[config.mk]
export PLATFORM = sky130hd
export DESIGN_NAME = lcv_top
export DESIGN_NICKNAME = d
export VERILOG_FILES = /design/src/common/lcv_pkg.sv /design/src/common/lcv_thr_if.sv /design/src/hdl/lcv_window_check.sv /design/src/hdl/lcv_top.sv
export SDC_FILE = /design/constraint.sdc
export NUM_CORES = 1
export LEC_CHECK = 0
export BUFFER_PORTS_ARGS = -buffer_cell sky130_fd_sc_hd__buf_2
export CORE_AREA = 10 10 193 195
export DETAILED_ROUTE_END_ITERATION = 10
export DIE_AREA = 0 0 203 205
export PLACE_DENSITY_LB_ADDON = 0.1
export SKIP_CTS_REPAIR_TIMING = 1
export SYNTH_ARGS = -nofsm -noshare
export SYNTH_HDL_FRONTEND = slang
export SYNTH_HIERARCHICAL = 1
export SYNTH_SLANG_ARGS = --single-unit
[constraint.sdc]
create_clock -name i_clk -period 14 [get_ports i_clk]
set_clock_uncertainty 0.2 [all_clocks]
set_input_delay 2.1 -clock i_clk [delete_from_list [all_inputs] [get_ports i_clk]]
set_output_delay 2.1 -clock i_clk [all_outputs]
set_load 0.05 [all_outputs]
[src/common/lcv_pkg.sv]
// ----------------------------------------------------------------
// Shared constants for the light conversion block
// ----------------------------------------------------------------
package lcv_pkg;

    // ----------------------------------------------------------------
    // Timing
    // ----------------------------------------------------------------
    // System clock rate in hertz
    localparam int unsigned CLK_HZ = 50_000_000;
    // Integration step time in microseconds
    localparam int unsigned STEP_TIME_US = 2700;
    // Step length in clock cycles, derived from the two above
    localparam int unsigned STEP_CYC = (CLK_HZ / 1_000_000) * STEP_TIME_US;
    // Highest host bit rate in kbit/s, for reference by the bridge
    localparam int unsigned BUS_MAX_KBPS = 400;

    // ----------------------------------------------------------------
    // Widths
    // ----------------------------------------------------------------
    localparam int RES_W = 16;
    localparam int ACC_W = 24;
    localparam int GAIN_W = 7;
    localparam int STS_W = 2;

    // ----------------------------------------------------------------
    // Register byte offsets
    // ----------------------------------------------------------------
    localparam logic [7:0] OFS_CTRL = 8'h00;
    localparam logic [7:0] OFS_ITIME = 8'h04;
    localparam logic [7:0] OFS_THR_LO = 8'h08;
    localparam logic [7:0] OFS_THR_HI = 8'h0C;
    localparam logic [7:0] OFS_PERS = 8'h10;
    localparam logic [7:0] OFS_BB = 8'h14;
    localparam logic [7:0] OFS_IR = 8'h18;
    localparam logic [7:0] OFS_BOTH = 8'h1C;
    localparam logic [7:0] OFS_STATUS = 8'h20;
    localparam logic [7:0] OFS_MASK = 8'h24;
    localparam logic [7:0] OFS_INT_CLR = 8'h28;
    localparam logic [7:0] OFS_TADDR = 8'h2C;
    localparam logic [7:0] OFS_INFO = 8'h30;

    // ----------------------------------------------------------------
    // Fields and reset values
    // ----------------------------------------------------------------
    localparam int CTRL_EN_BIT = 0;
    localparam int CTRL_GAIN_LSB = 1;
    localparam int STS_THR_BIT = 0;
    localparam int STS_DONE_BIT = 1;
    localparam int INFO_PEND_BIT = 0;
    localparam int INFO_RUN_BIT = 1;
    localparam logic [2:0] CTRL_RST = 3'h0;
    localparam logic [7:0] ITIME_RST = 8'hFF;
    localparam logic [15:0] THR_LO_RST = 16'h0000;
    localparam logic [15:0] THR_HI_RST = 16'hFFFF;
    localparam logic [3:0] PERS_RST = 4'h0;
    localparam logic [1:0] MASK_RST = 2'h0;
    // Steps in a cycle are this figure minus the programmed count
    localparam logic [8:0] STEPS_FULL = 9'h100;
    localparam logic [15:0] RES_MAX = 16'hFFFF;

    // ----------------------------------------------------------------
    // Gain codes and their multipliers
    // ----------------------------------------------------------------
    localparam logic [1:0] GAIN_1X = 2'h0;
    localparam logic [1:0] GAIN_8X = 2'h1;
    localparam logic [1:0] GAIN_16X = 2'h2;
    localparam logic [GAIN_W-1:0] MUL_1X = 7'h01;
    localparam logic [GAIN_W-1:0] MUL_8X = 7'h08;
    localparam logic [GAIN_W-1:0] MUL_16X = 7'h10;
    localparam logic [GAIN_W-1:0] MUL_111X = 7'h6F;

    // ----------------------------------------------------------------
    // Address select levels and target addresses
    // ----------------------------------------------------------------
    localparam logic [1:0] ASEL_GND = 2'h0;
    localparam logic [1:0] ASEL_FLOAT = 2'h1;
    localparam logic [6:0] TADDR_GND = 7'h29;
    localparam logic [6:0] TADDR_FLOAT = 7'h39;
    localparam logic [6:0] TADDR_VDD = 7'h49;

    // Conversion sequencer, Gray coded along idle, integrate, transfer
    typedef enum logic [1:0] {
        LCV_IDLE = 2'b00,
        LCV_INTEG = 2'b01,
        LCV_XFER = 2'b11
    } lcv_state_t;

endpackage

[src/common/lcv_thr_if.sv]
`timescale 1ns/1ps
// ----------------------------------------------------------------
// Result and window limits to the threshold comparator
// ----------------------------------------------------------------
interface lcv_thr_if;
    // Fresh conversion result
    logic [15:0] result;
    // Lower and upper window limits
    logic [15:0] lo;
    logic [15:0] hi;
    // Result is new this cycle
    logic valid;
    // Result lies outside the window
    logic outside;

    modport src
    (
        output result, lo, hi, valid,
        input outside
    );
    modport chk
    (
        input result, lo, hi, valid,
        output outside
    );
endinterface

[src/hdl/lcv_window_check.sv]
`timescale 1ns/1ps
// ----------------------------------------------------------------
// Window comparator for one channel result
// ----------------------------------------------------------------
module lcv_window_check
(
    lcv_thr_if.chk thr
);
    // Outside when strictly above upper or strictly below lower
    always_comb
    begin
        thr.outside = thr.valid && ((thr.result > thr.hi) || (thr.result < thr.lo));
    end
endmodule

[src/hdl/lcv_top.sv]
`timescale 1ns/1ps
// Summary of operation
// Both channels integrate together, same start/end
// Cycle end loads each channel's data register
// Results double-buffered, never mixed old/new
// Next integration starts automatically while enabled
// Programmable upper and lower thresholds held
// Result outside window flags interrupt condition
// Persistence count of consecutive excursions qualifies
// Interrupt holds as level until firmware clears
// Open-drain interrupt pin pulls low when pending
// Host bus target, up to 400 kbit/s
// Gain and integration time apply to both
// Three-level address pin chooses target address
// Ground 0x29, float 0x39, supply 0x49
// Integration time is count of 2.7 ms steps
// Clear write releases pin, re-arms persistence
module lcv_top
#(
    // Cycles per integration step; shorten for simulation
    parameter int unsigned STEP_CYCLES = lcv_pkg::STEP_CYC
)
(
    input wire logic i_clk,
    input wire logic i_rst,
    input wire logic i_wb_cyc,
    input wire logic i_wb_stb,
    input wire logic i_wb_we,
    input wire logic [7:0] i_wb_adr,
    input wire logic [31:0] i_wb_dat,
    input wire logic [3:0] i_wb_sel,
    output logic [31:0] o_wb_dat,
    output logic o_wb_ack,
    input wire logic [1:0] i_addr_sel,
    input wire logic [15:0] i_bb_level,
    input wire logic [15:0] i_ir_level,
    output logic o_integrating,
    output logic o_int_n_o,
    output logic o_int_n_oe,
    output logic o_irq
);
    // ----------------------------------------------------------------
    // Declarations
    // ----------------------------------------------------------------
    localparam int DIV_W = $clog2(STEP_CYCLES + 1);
    localparam logic [DIV_W-1:0] DIV_LAST = DIV_W'(STEP_CYCLES - 1);

    // Bus and register group
    logic ack_q, ack_d;
    logic [31:0] rdat_q, rdat_d;
    logic [2:0] ctrl_q, ctrl_d;
    logic [7:0] itime_q, itime_d;
    logic [15:0] lo_q, lo_d;
    logic [15:0] hi_q, hi_d;
    logic [3:0] pers_q, pers_d;
    logic [1:0] mask_q, mask_d;
    logic [1:0] sts_q, sts_d;
    logic irq_q, irq_d;
    logic [6:0] taddr_q, taddr_d;
    logic strap_q, strap_d;
    logic clr_pulse;
    // Conversion group
    lcv_pkg::lcv_state_t st_q, st_d;
    logic [DIV_W-1:0] div_q, div_d;
    logic [8:0] steps_q, steps_d;
    logic [23:0] acc_bb_q, acc_bb_d;
    logic [23:0] acc_ir_q, acc_ir_d;
    logic [15:0] bb_q, bb_d;
    logic [15:0] ir_q, ir_d;
    logic [3:0] pcnt_q, pcnt_d;
    logic pend_q, pend_d;
    logic integ_q, integ_d;
    logic thr_evt, done_evt;
    // Shared combinational terms
    logic [6:0] gain_mul;
    logic [3:0] pers_need;
    logic [8:0] steps_load;
    logic enable;

    lcv_thr_if thr ();

    // Saturate a wide accumulator to a result word
    function automatic logic [15:0] sat_res(input logic [23:0] acc);
        logic [23:0] lim;
        lim = {8'h00, lcv_pkg::RES_MAX};
        sat_res = (acc > lim) ? lcv_pkg::RES_MAX : acc[15:0];
    endfunction

    // Add one step of charge, sticking at full scale
    function automatic logic [23:0] acc_add(input logic [23:0] acc, input logic [15:0] lvl,
                                            input logic [6:0] mul);
        logic [24:0] sum;
        logic [22:0] prod;
        prod = 23'(lvl * mul);
        sum = {1'b0, acc} + {2'b00, prod};
        acc_add = sum[24] ? 24'hFF_FFFF : sum[23:0];
    endfunction

    // ----------------------------------------------------------------
    // Settings decode
    // ----------------------------------------------------------------
    always_comb
    begin
        enable = ctrl_q[lcv_pkg::CTRL_EN_BIT];
        // Gain for both channels
        case (ctrl_q[lcv_pkg::CTRL_GAIN_LSB +: 2])
            lcv_pkg::GAIN_1X: gain_mul = lcv_pkg::MUL_1X;
            lcv_pkg::GAIN_8X: gain_mul = lcv_pkg::MUL_8X;
            lcv_pkg::GAIN_16X: gain_mul = lcv_pkg::MUL_16X;
            default: gain_mul = lcv_pkg::MUL_111X;
        endcase
        // Steps from integration count
        steps_load = lcv_pkg::STEPS_FULL - {1'b0, itime_q};
        // Zero persistence behaves as one excursion
        pers_need = (pers_q == 4'h0) ? 4'h1 : pers_q;
    end

    // Comparator on the broadband result, fed in the transfer cycle
    assign thr.result = sat_res(acc_bb_q);
    assign thr.lo = lo_q;
    assign thr.hi = hi_q;
    assign thr.valid = (st_q == lcv_pkg::LCV_XFER);

    lcv_window_check u_win
    (
        .thr(thr.chk)
    );

    // ----------------------------------------------------------------
    // Conversion sequencer
    // ----------------------------------------------------------------
    always_comb
    begin
        st_d = st_q;
        div_d = div_q;
        steps_d = steps_q;
        acc_bb_d = acc_bb_q;
        acc_ir_d = acc_ir_q;
        bb_d = bb_q;
        ir_d = ir_q;
        pcnt_d = pcnt_q;
        pend_d = pend_q;
        thr_evt = 1'b0;
        done_evt = 1'b0;
        case (st_q)
            lcv_pkg::LCV_IDLE:
            begin
                // Start fresh on enable
                if (enable)
                begin
                    st_d = lcv_pkg::LCV_INTEG;
                    div_d = '0;
                    steps_d = steps_load;
                    acc_bb_d = '0;
                    acc_ir_d = '0;
                end
            end
            lcv_pkg::LCV_INTEG:
            begin
                if (!enable)
                begin
                    st_d = lcv_pkg::LCV_IDLE;
                end
                else if (div_q == DIV_LAST)
                begin
                    div_d = '0;
                    // Both channels step together
                    acc_bb_d = acc_add(acc_bb_q, i_bb_level, gain_mul);
                    acc_ir_d = acc_add(acc_ir_q, i_ir_level, gain_mul);
                    if (steps_q == 9'h001)
                    begin
                        st_d = lcv_pkg::LCV_XFER;
                    end
                    else
                    begin
                        steps_d = steps_q - 9'h001;
                    end
                end
                else
                begin
                    div_d = div_q + DIV_W'(1);
                end
            end
            lcv_pkg::LCV_XFER:
            begin
                // Load per-channel data registers
                // Both words change in one edge
                bb_d = sat_res(acc_bb_q);
                ir_d = sat_res(acc_ir_q);
                done_evt = 1'b1;
                // Count consecutive excursions
                if (thr.outside)
                begin
                    if (pcnt_q + 4'h1 >= pers_need)
                    begin
                        // Window excursion raises condition
                        thr_evt = 1'b1;
                        pend_d = 1'b1;
                    end
                    else
                    begin
                        pcnt_d = pcnt_q + 4'h1;
                    end
                end
                else
                begin
                    pcnt_d = 4'h0;
                end
                // Restart integration unprompted
                st_d = enable ? lcv_pkg::LCV_INTEG : lcv_pkg::LCV_IDLE;
                div_d = '0;
                steps_d = steps_load;
                acc_bb_d = '0;
                acc_ir_d = '0;
            end
            default:
            begin
                st_d = lcv_pkg::LCV_IDLE;
            end
        endcase
        // Clear releases line and re-arms count; a new excursion wins
        if (clr_pulse)
        begin
            pcnt_d = 4'h0;
            pend_d = thr_evt;
        end
        integ_d = (st_d == lcv_pkg::LCV_INTEG);
    end

    // Sequencer registers
    always_ff @(posedge i_clk)
    begin
        if (i_rst)
        begin
            st_q <= lcv_pkg::LCV_IDLE;
            div_q <= '0;
            steps_q <= '0;
            acc_bb_q <= '0;
            acc_ir_q <= '0;
            bb_q <= '0;
            ir_q <= '0;
            pcnt_q <= '0;
            pend_q <= 1'b0;
            integ_q <= 1'b0;
        end
        else
        begin
            st_q <= st_d;
            div_q <= div_d;
            steps_q <= steps_d;
            acc_bb_q <= acc_bb_d;
            acc_ir_q <= acc_ir_d;
            bb_q <= bb_d;
            ir_q <= ir_d;
            // Pending holds until cleared
            pcnt_q <= pcnt_d;
            pend_q <= pend_d;
            integ_q <= integ_d;
        end
    end

    // ----------------------------------------------------------------
    // Register slave
    // ----------------------------------------------------------------
    always_comb
    begin
        logic hit;
        logic wr;
        logic rd;
        logic [7:0] adr;
        logic [31:0] wm;
        logic [31:0] wv;
        hit = 1'b0;
        wr = 1'b0;
        rd = 1'b0;
        adr = {i_wb_adr[7:2], 2'b00};
        wm = {{8{i_wb_sel[3]}}, {8{i_wb_sel[2]}}, {8{i_wb_sel[1]}}, {8{i_wb_sel[0]}}};
        wv = i_wb_dat & wm;
        // Register target answers each access once
        hit = i_wb_cyc && i_wb_stb && !ack_q;
        wr = hit && i_wb_we;
        rd = hit && !i_wb_we;
        ack_d = hit;
        rdat_d = rdat_q;
        ctrl_d = ctrl_q;
        itime_d = itime_q;
        lo_d = lo_q;
        hi_d = hi_q;
        pers_d = pers_q;
        mask_d = mask_q;
        sts_d = sts_q;
        taddr_d = taddr_q;
        strap_d = 1'b1;
        clr_pulse = 1'b0;
        // Catch address pin once after reset
        if (!strap_q)
        begin
            // Level to target address
            case (i_addr_sel)
                lcv_pkg::ASEL_GND: taddr_d = lcv_pkg::TADDR_GND;
                lcv_pkg::ASEL_FLOAT: taddr_d = lcv_pkg::TADDR_FLOAT;
                default: taddr_d = lcv_pkg::TADDR_VDD;
            endcase
        end
        // Byte-lane writes; read-only offsets ignore writes
        if (wr)
        begin
            case (adr)
                lcv_pkg::OFS_CTRL: ctrl_d = (ctrl_q & ~wm[2:0]) | wv[2:0];
                lcv_pkg::OFS_ITIME: itime_d = (itime_q & ~wm[7:0]) | wv[7:0];
                // Window limits programmed
                lcv_pkg::OFS_THR_LO: lo_d = (lo_q & ~wm[15:0]) | wv[15:0];
                lcv_pkg::OFS_THR_HI: hi_d = (hi_q & ~wm[15:0]) | wv[15:0];
                lcv_pkg::OFS_PERS: pers_d = (pers_q & ~wm[3:0]) | wv[3:0];
                lcv_pkg::OFS_MASK: mask_d = (mask_q & ~wm[1:0]) | wv[1:0];
                // Dedicated clear write
                lcv_pkg::OFS_INT_CLR: clr_pulse = 1'b1;
                default: clr_pulse = 1'b0;
            endcase
        end
        // Read mux; unmapped offsets read zero
        if (rd)
        begin
            case (adr)
                lcv_pkg::OFS_CTRL: rdat_d = {29'h0, ctrl_q};
                lcv_pkg::OFS_ITIME: rdat_d = {24'h00_0000, itime_q};
                lcv_pkg::OFS_THR_LO: rdat_d = {16'h0000, lo_q};
                lcv_pkg::OFS_THR_HI: rdat_d = {16'h0000, hi_q};
                lcv_pkg::OFS_PERS: rdat_d = {28'h000_0000, pers_q};
                lcv_pkg::OFS_BB: rdat_d = {16'h0000, bb_q};
                lcv_pkg::OFS_IR: rdat_d = {16'h0000, ir_q};
                // Both channels of one cycle in one word
                lcv_pkg::OFS_BOTH: rdat_d = {ir_q, bb_q};
                lcv_pkg::OFS_STATUS: rdat_d = {30'h0, sts_q};
                lcv_pkg::OFS_MASK: rdat_d = {30'h0, mask_q};
                lcv_pkg::OFS_TADDR: rdat_d = {25'h0, taddr_q};
                lcv_pkg::OFS_INFO: rdat_d = {30'h0, integ_q, pend_q};
                default: rdat_d = 32'h0000_0000;
            endcase
            // Status clears on read
            if (adr == lcv_pkg::OFS_STATUS)
            begin
                sts_d = '0;
            end
        end
        // Events set after clear so a same-cycle event survives
        if (thr_evt)
        begin
            sts_d[lcv_pkg::STS_THR_BIT] = 1'b1;
        end
        if (done_evt)
        begin
            sts_d[lcv_pkg::STS_DONE_BIT] = 1'b1;
        end
        irq_d = |(sts_d & mask_d);
    end

    // Register bank
    always_ff @(posedge i_clk)
    begin
        if (i_rst)
        begin
            ack_q <= 1'b0;
            rdat_q <= '0;
            ctrl_q <= lcv_pkg::CTRL_RST;
            itime_q <= lcv_pkg::ITIME_RST;
            lo_q <= lcv_pkg::THR_LO_RST;
            hi_q <= lcv_pkg::THR_HI_RST;
            pers_q <= lcv_pkg::PERS_RST;
            mask_q <= lcv_pkg::MASK_RST;
            sts_q <= '0;
            irq_q <= 1'b0;
            taddr_q <= '0;
            strap_q <= 1'b0;
        end
        else
        begin
            ack_q <= ack_d;
            rdat_q <= rdat_d;
            ctrl_q <= ctrl_d;
            itime_q <= itime_d;
            lo_q <= lo_d;
            hi_q <= hi_d;
            pers_q <= pers_d;
            mask_q <= mask_d;
            sts_q <= sts_d;
            irq_q <= irq_d;
            taddr_q <= taddr_d;
            strap_q <= strap_d;
        end
    end

    // ----------------------------------------------------------------
    // Outputs
    // ----------------------------------------------------------------
    assign o_wb_ack = ack_q;
    assign o_wb_dat = rdat_q;
    assign o_irq = irq_q;
    assign o_integrating = integ_q;
    // Open drain: only ever drives low
    assign o_int_n_o = 1'b0;
    assign o_int_n_oe = pend_q;
endmodule

==> summary.md <==
| Metric | Value |
|---|---|
| Initial core utilization | `between 50% and 60%` |
| Via count | `roughly 14000` |
| DP Wirelength | `approximately 35000 microns` |
| Flip-flop and latch area | `just over 0.004 sq mm` |
| WL final | `45700 microns` |
| Die width | `slightly above 200 microns` |
| Worst-Margin Slew | `around 1200 ps` |
| Num CTS Buffers | `23` |
| Vias per Instance | `5.57` |
| PortBufs | `98` |
| PwrDens | `67.5 mW/mm^2` |
| DIE HEIGHT | `~210 microns` |
| Die area | `~0.042 sq mm` |
| GR Util All Layers | `21.8%` |
| Startpoint Class | `flop` |
| Clk_lat worst skew | `between 500 and 600 ps` |
| Synth area leaders | `dfxtp_1, fa_1, ha_1` |
| Number of synthesized flops with an enable pin | `0` |
| Fraction of layout cells with a size suffix above 1 | `10.3%` |
| DR iter-0 viols | `975` |
| Row count | `67` |
| CTS tree | `yes` |
| Critical path class | `flop to flop` |
| Area occupied by multi-input gates | `around 0.012 sq mm` |
| Post-synth top area cell | `dfxtp_1` |
| HP Class | `flop to flop` |
| Critical Path RT | `14160 ps` |
| Initial antenna violation count | `2` |
| Status | `complete, no violations` |
| Post-layout min period | `between 7000 and 8000 ps` |
| Synthesized area | `between 0.015 and 0.02 sq mm` |
| Maximum VDD drop | `around 0.078 mV` |
| Post-synthesis cell count | `2095` |
| Fillcell total | `roughly 3100` |
| Tcrit/Tclk final | `about 53%` |
| Synth warn | `6` |
| DRC viols | `0` |
| Seq/Total Area, Yosys | `23.1%` |
| Grt ovf | `0` |
| Largest net degree at the start of global routing | `between 80 and 90` |
| Longest Clk Path Bufs | `3` |
| I/O pin cnt | `120` |
| Sink Count | `between 200 and 250` |
| Asr flop ratio synth | `0%` |
| Max-cap viol count | `0` |
| Seq cells post-synth | `205` |
| Nets | `about 2500` |
| GP Congestion | `between 0.8 and 0.9` |
| Wire length per cell | `around 18 microns` |
| Peak fanout along the critical path | `48` |
| H-tree level count | `1` |
| Antenna Nets Post-Route | `0` |
| Static Leak | `9.52 nW` |
| Layout area overhead | `8.53%` |
| TNS Setup | `0 ps` |
| Yosys top cell area share | `~23%` |
| Final Hold Vio Count | `0` |
| Final Slew Violations | `0` |
| Clock transition at path regs | `approximately 60 ps` |
| RSZ-0062 raised after global routing | `false` |
| Synthesized area per cell | `~8.5 sq um` |
| Critical path arrival | `approximately 7600 ps` |
| Fmax | `0.135 GHz` |
| Syn_nets | `about 2500` |
| Setup crit end kind | `flop` |
| Vias in the first global route | `14200` |
| Pwr Total | `1.30 mW` |
| Core area | `0.0333 sq mm` |
| Global-route wire length before repair | `75000 microns` |
| Most used DFF post-synth | `dfxtp_1` |
| Root buffer cell | `clkbuf_16` |
| Slew headroom | `roughly a fifth` |
| DRT Pass-1 Iters | `8` |
| Yosys cell types | `80` |
| Setup violators final | `0` |
-- area by class of cell --
type	count	share of cell area, %
diodes	1	0.0130
well taps	448	2.91
multi-input cells	1480	62.7
repair buffers	116	3.25
flip-flops and latches	205	21.3
clock buffers	29	3.21
inverters	303	5.91
clock inverters	11	0.663
-- synth_stat cells, types with 6 or more instances --
cell and n:
ha_1 163, xor2_1 61, and3_1 12, nor3_1 31, a221oi_1 10, dfxtp_1 205, nand2b_1 10, a22o_1 16
a31o_2 14, nand3_1 71, nor4_1 11, nand2_1 175, o31ai_1 7, xnor2_1 32, o21ai_0 57, o211ai_1 10
nand4_1 16, o21bai_1 7, a22oi_1 42, a21o_1 31, clkbuf_1 86, buf_1 10, a31oi_1 16, nor2b_1 31
maj3_1 14, or2_2 6, a21oi_1 84, o21ai_1 36, o221a_2 17, mux2i_1 32, a221o_1 20, fa_1 138
and2_1 85, nor2_1 151, inv_1 303
-- power breakdown --
part,internal (mW),switching (mW),leakage [nW]
Sequential,0.586,0.00184,1.65
Clock,0.352,0.253,0.357
Combinational,0.0347,0.0724,7.51
Total,0.973,0.327,9.52
-- final timing paths --
kind	start	endpoint	slack [ps]	cells past startpoint
min reg2reg	acc_ir_q[22]	acc_ir_q[22]	270	2
max	flop	acc_ir_q[13]	6600	21
max reg2reg	flop	acc_ir_q[13]	6600	21
min	acc_ir_q[22]	acc_ir_q[22]	270	2
-- critical path: stages, from the launching register on --
cell and delay (ps):
dfxtp_1 470, ha_2 750, buf_4 510, nor2b_1 290
buf_4 260, a21o_1 190, ha_1 290, fa_1 480
fa_1 550, inv_1 50, fa_1 540, inv_1 40
ha_1 350, and3_1 200, nand3_1 180, a211oi_2 380
o41ai_2 170, o31a_4 330, mux2i_1 230, nand2_2 330
and3b_1 300, o22ai_1 70
-- metal layers --
metal | part of all wire, % | GRT usage, %
met1 | 48 | 30.6
met2 | 45 | 34.9
met3 | 5.5 | 2.97
met4 | 2.0 | 4.98
met5 | 0 | 0
-- per-stage QoR --
step           instances  setup WS (ps)  utilization (%)  hold slack [ps]  cell area [sq um]
2_1_floorplan       2095           6930                -              230              17700
3_3_place_gp        2552           6290             55.6              248              18500
3_5_place_dp        2552           6260             55.6              256              18500
4_1_cts             2592           6620             57.8              265              19200
5_1_grt             2592           6080             57.8              292              19200
6_report            2593           6600             57.8              270              19200
-- cell families after synthesis --
logic type,after synthesis,synth area share (%)
compound gates,406,15.9
xor+xnor,93,4.59
fa+ha+maj,315,27.9
buf+inv,410,8.93
flops,205,23.1
mux,37,2.19
other cells,1,0.0211
simple gates,628,17.3
-- cells in the final DEF (no fill, tap or decap), types with 5 or more instances in the layout --
cell type  netlist  layout
a21o_1          31      31
a21oi_1         84      84
a221o_1         20      20
a221oi_1        10      10
a22o_1          16      16
a22oi_1         42      42
a31o_2          14      14
a31oi_1         16      16
and2_1          85      85
and3_1          12      12
buf_2            5      98
buf_4            2      18
clkbuf_16        0      23
dfxtp_1        205     205
fa_1           138     138
ha_1           163     162
inv_1          303     303
maj3_1          14      14
mux2i_1         32      32
nand2_1        175     175
nand2b_1        10      10
nand3_1         71      71
nand3b_1         5       5
nand4_1         16      16
nor2_1         151     150
nor2b_1         31      31
nor3_1          31      31
nor4_1          11       9
o211ai_1        10      10
o21ai_0         57      57
o21ai_1         36      36
o21bai_1         7       7
o221a_2         17      17
o22ai_1          5       5
o31ai_1          7       7
or2_2            6       6
xnor2_1         32      32
xor2_1          61      61
Note: power is estimated with default switching activity, not from simulation.
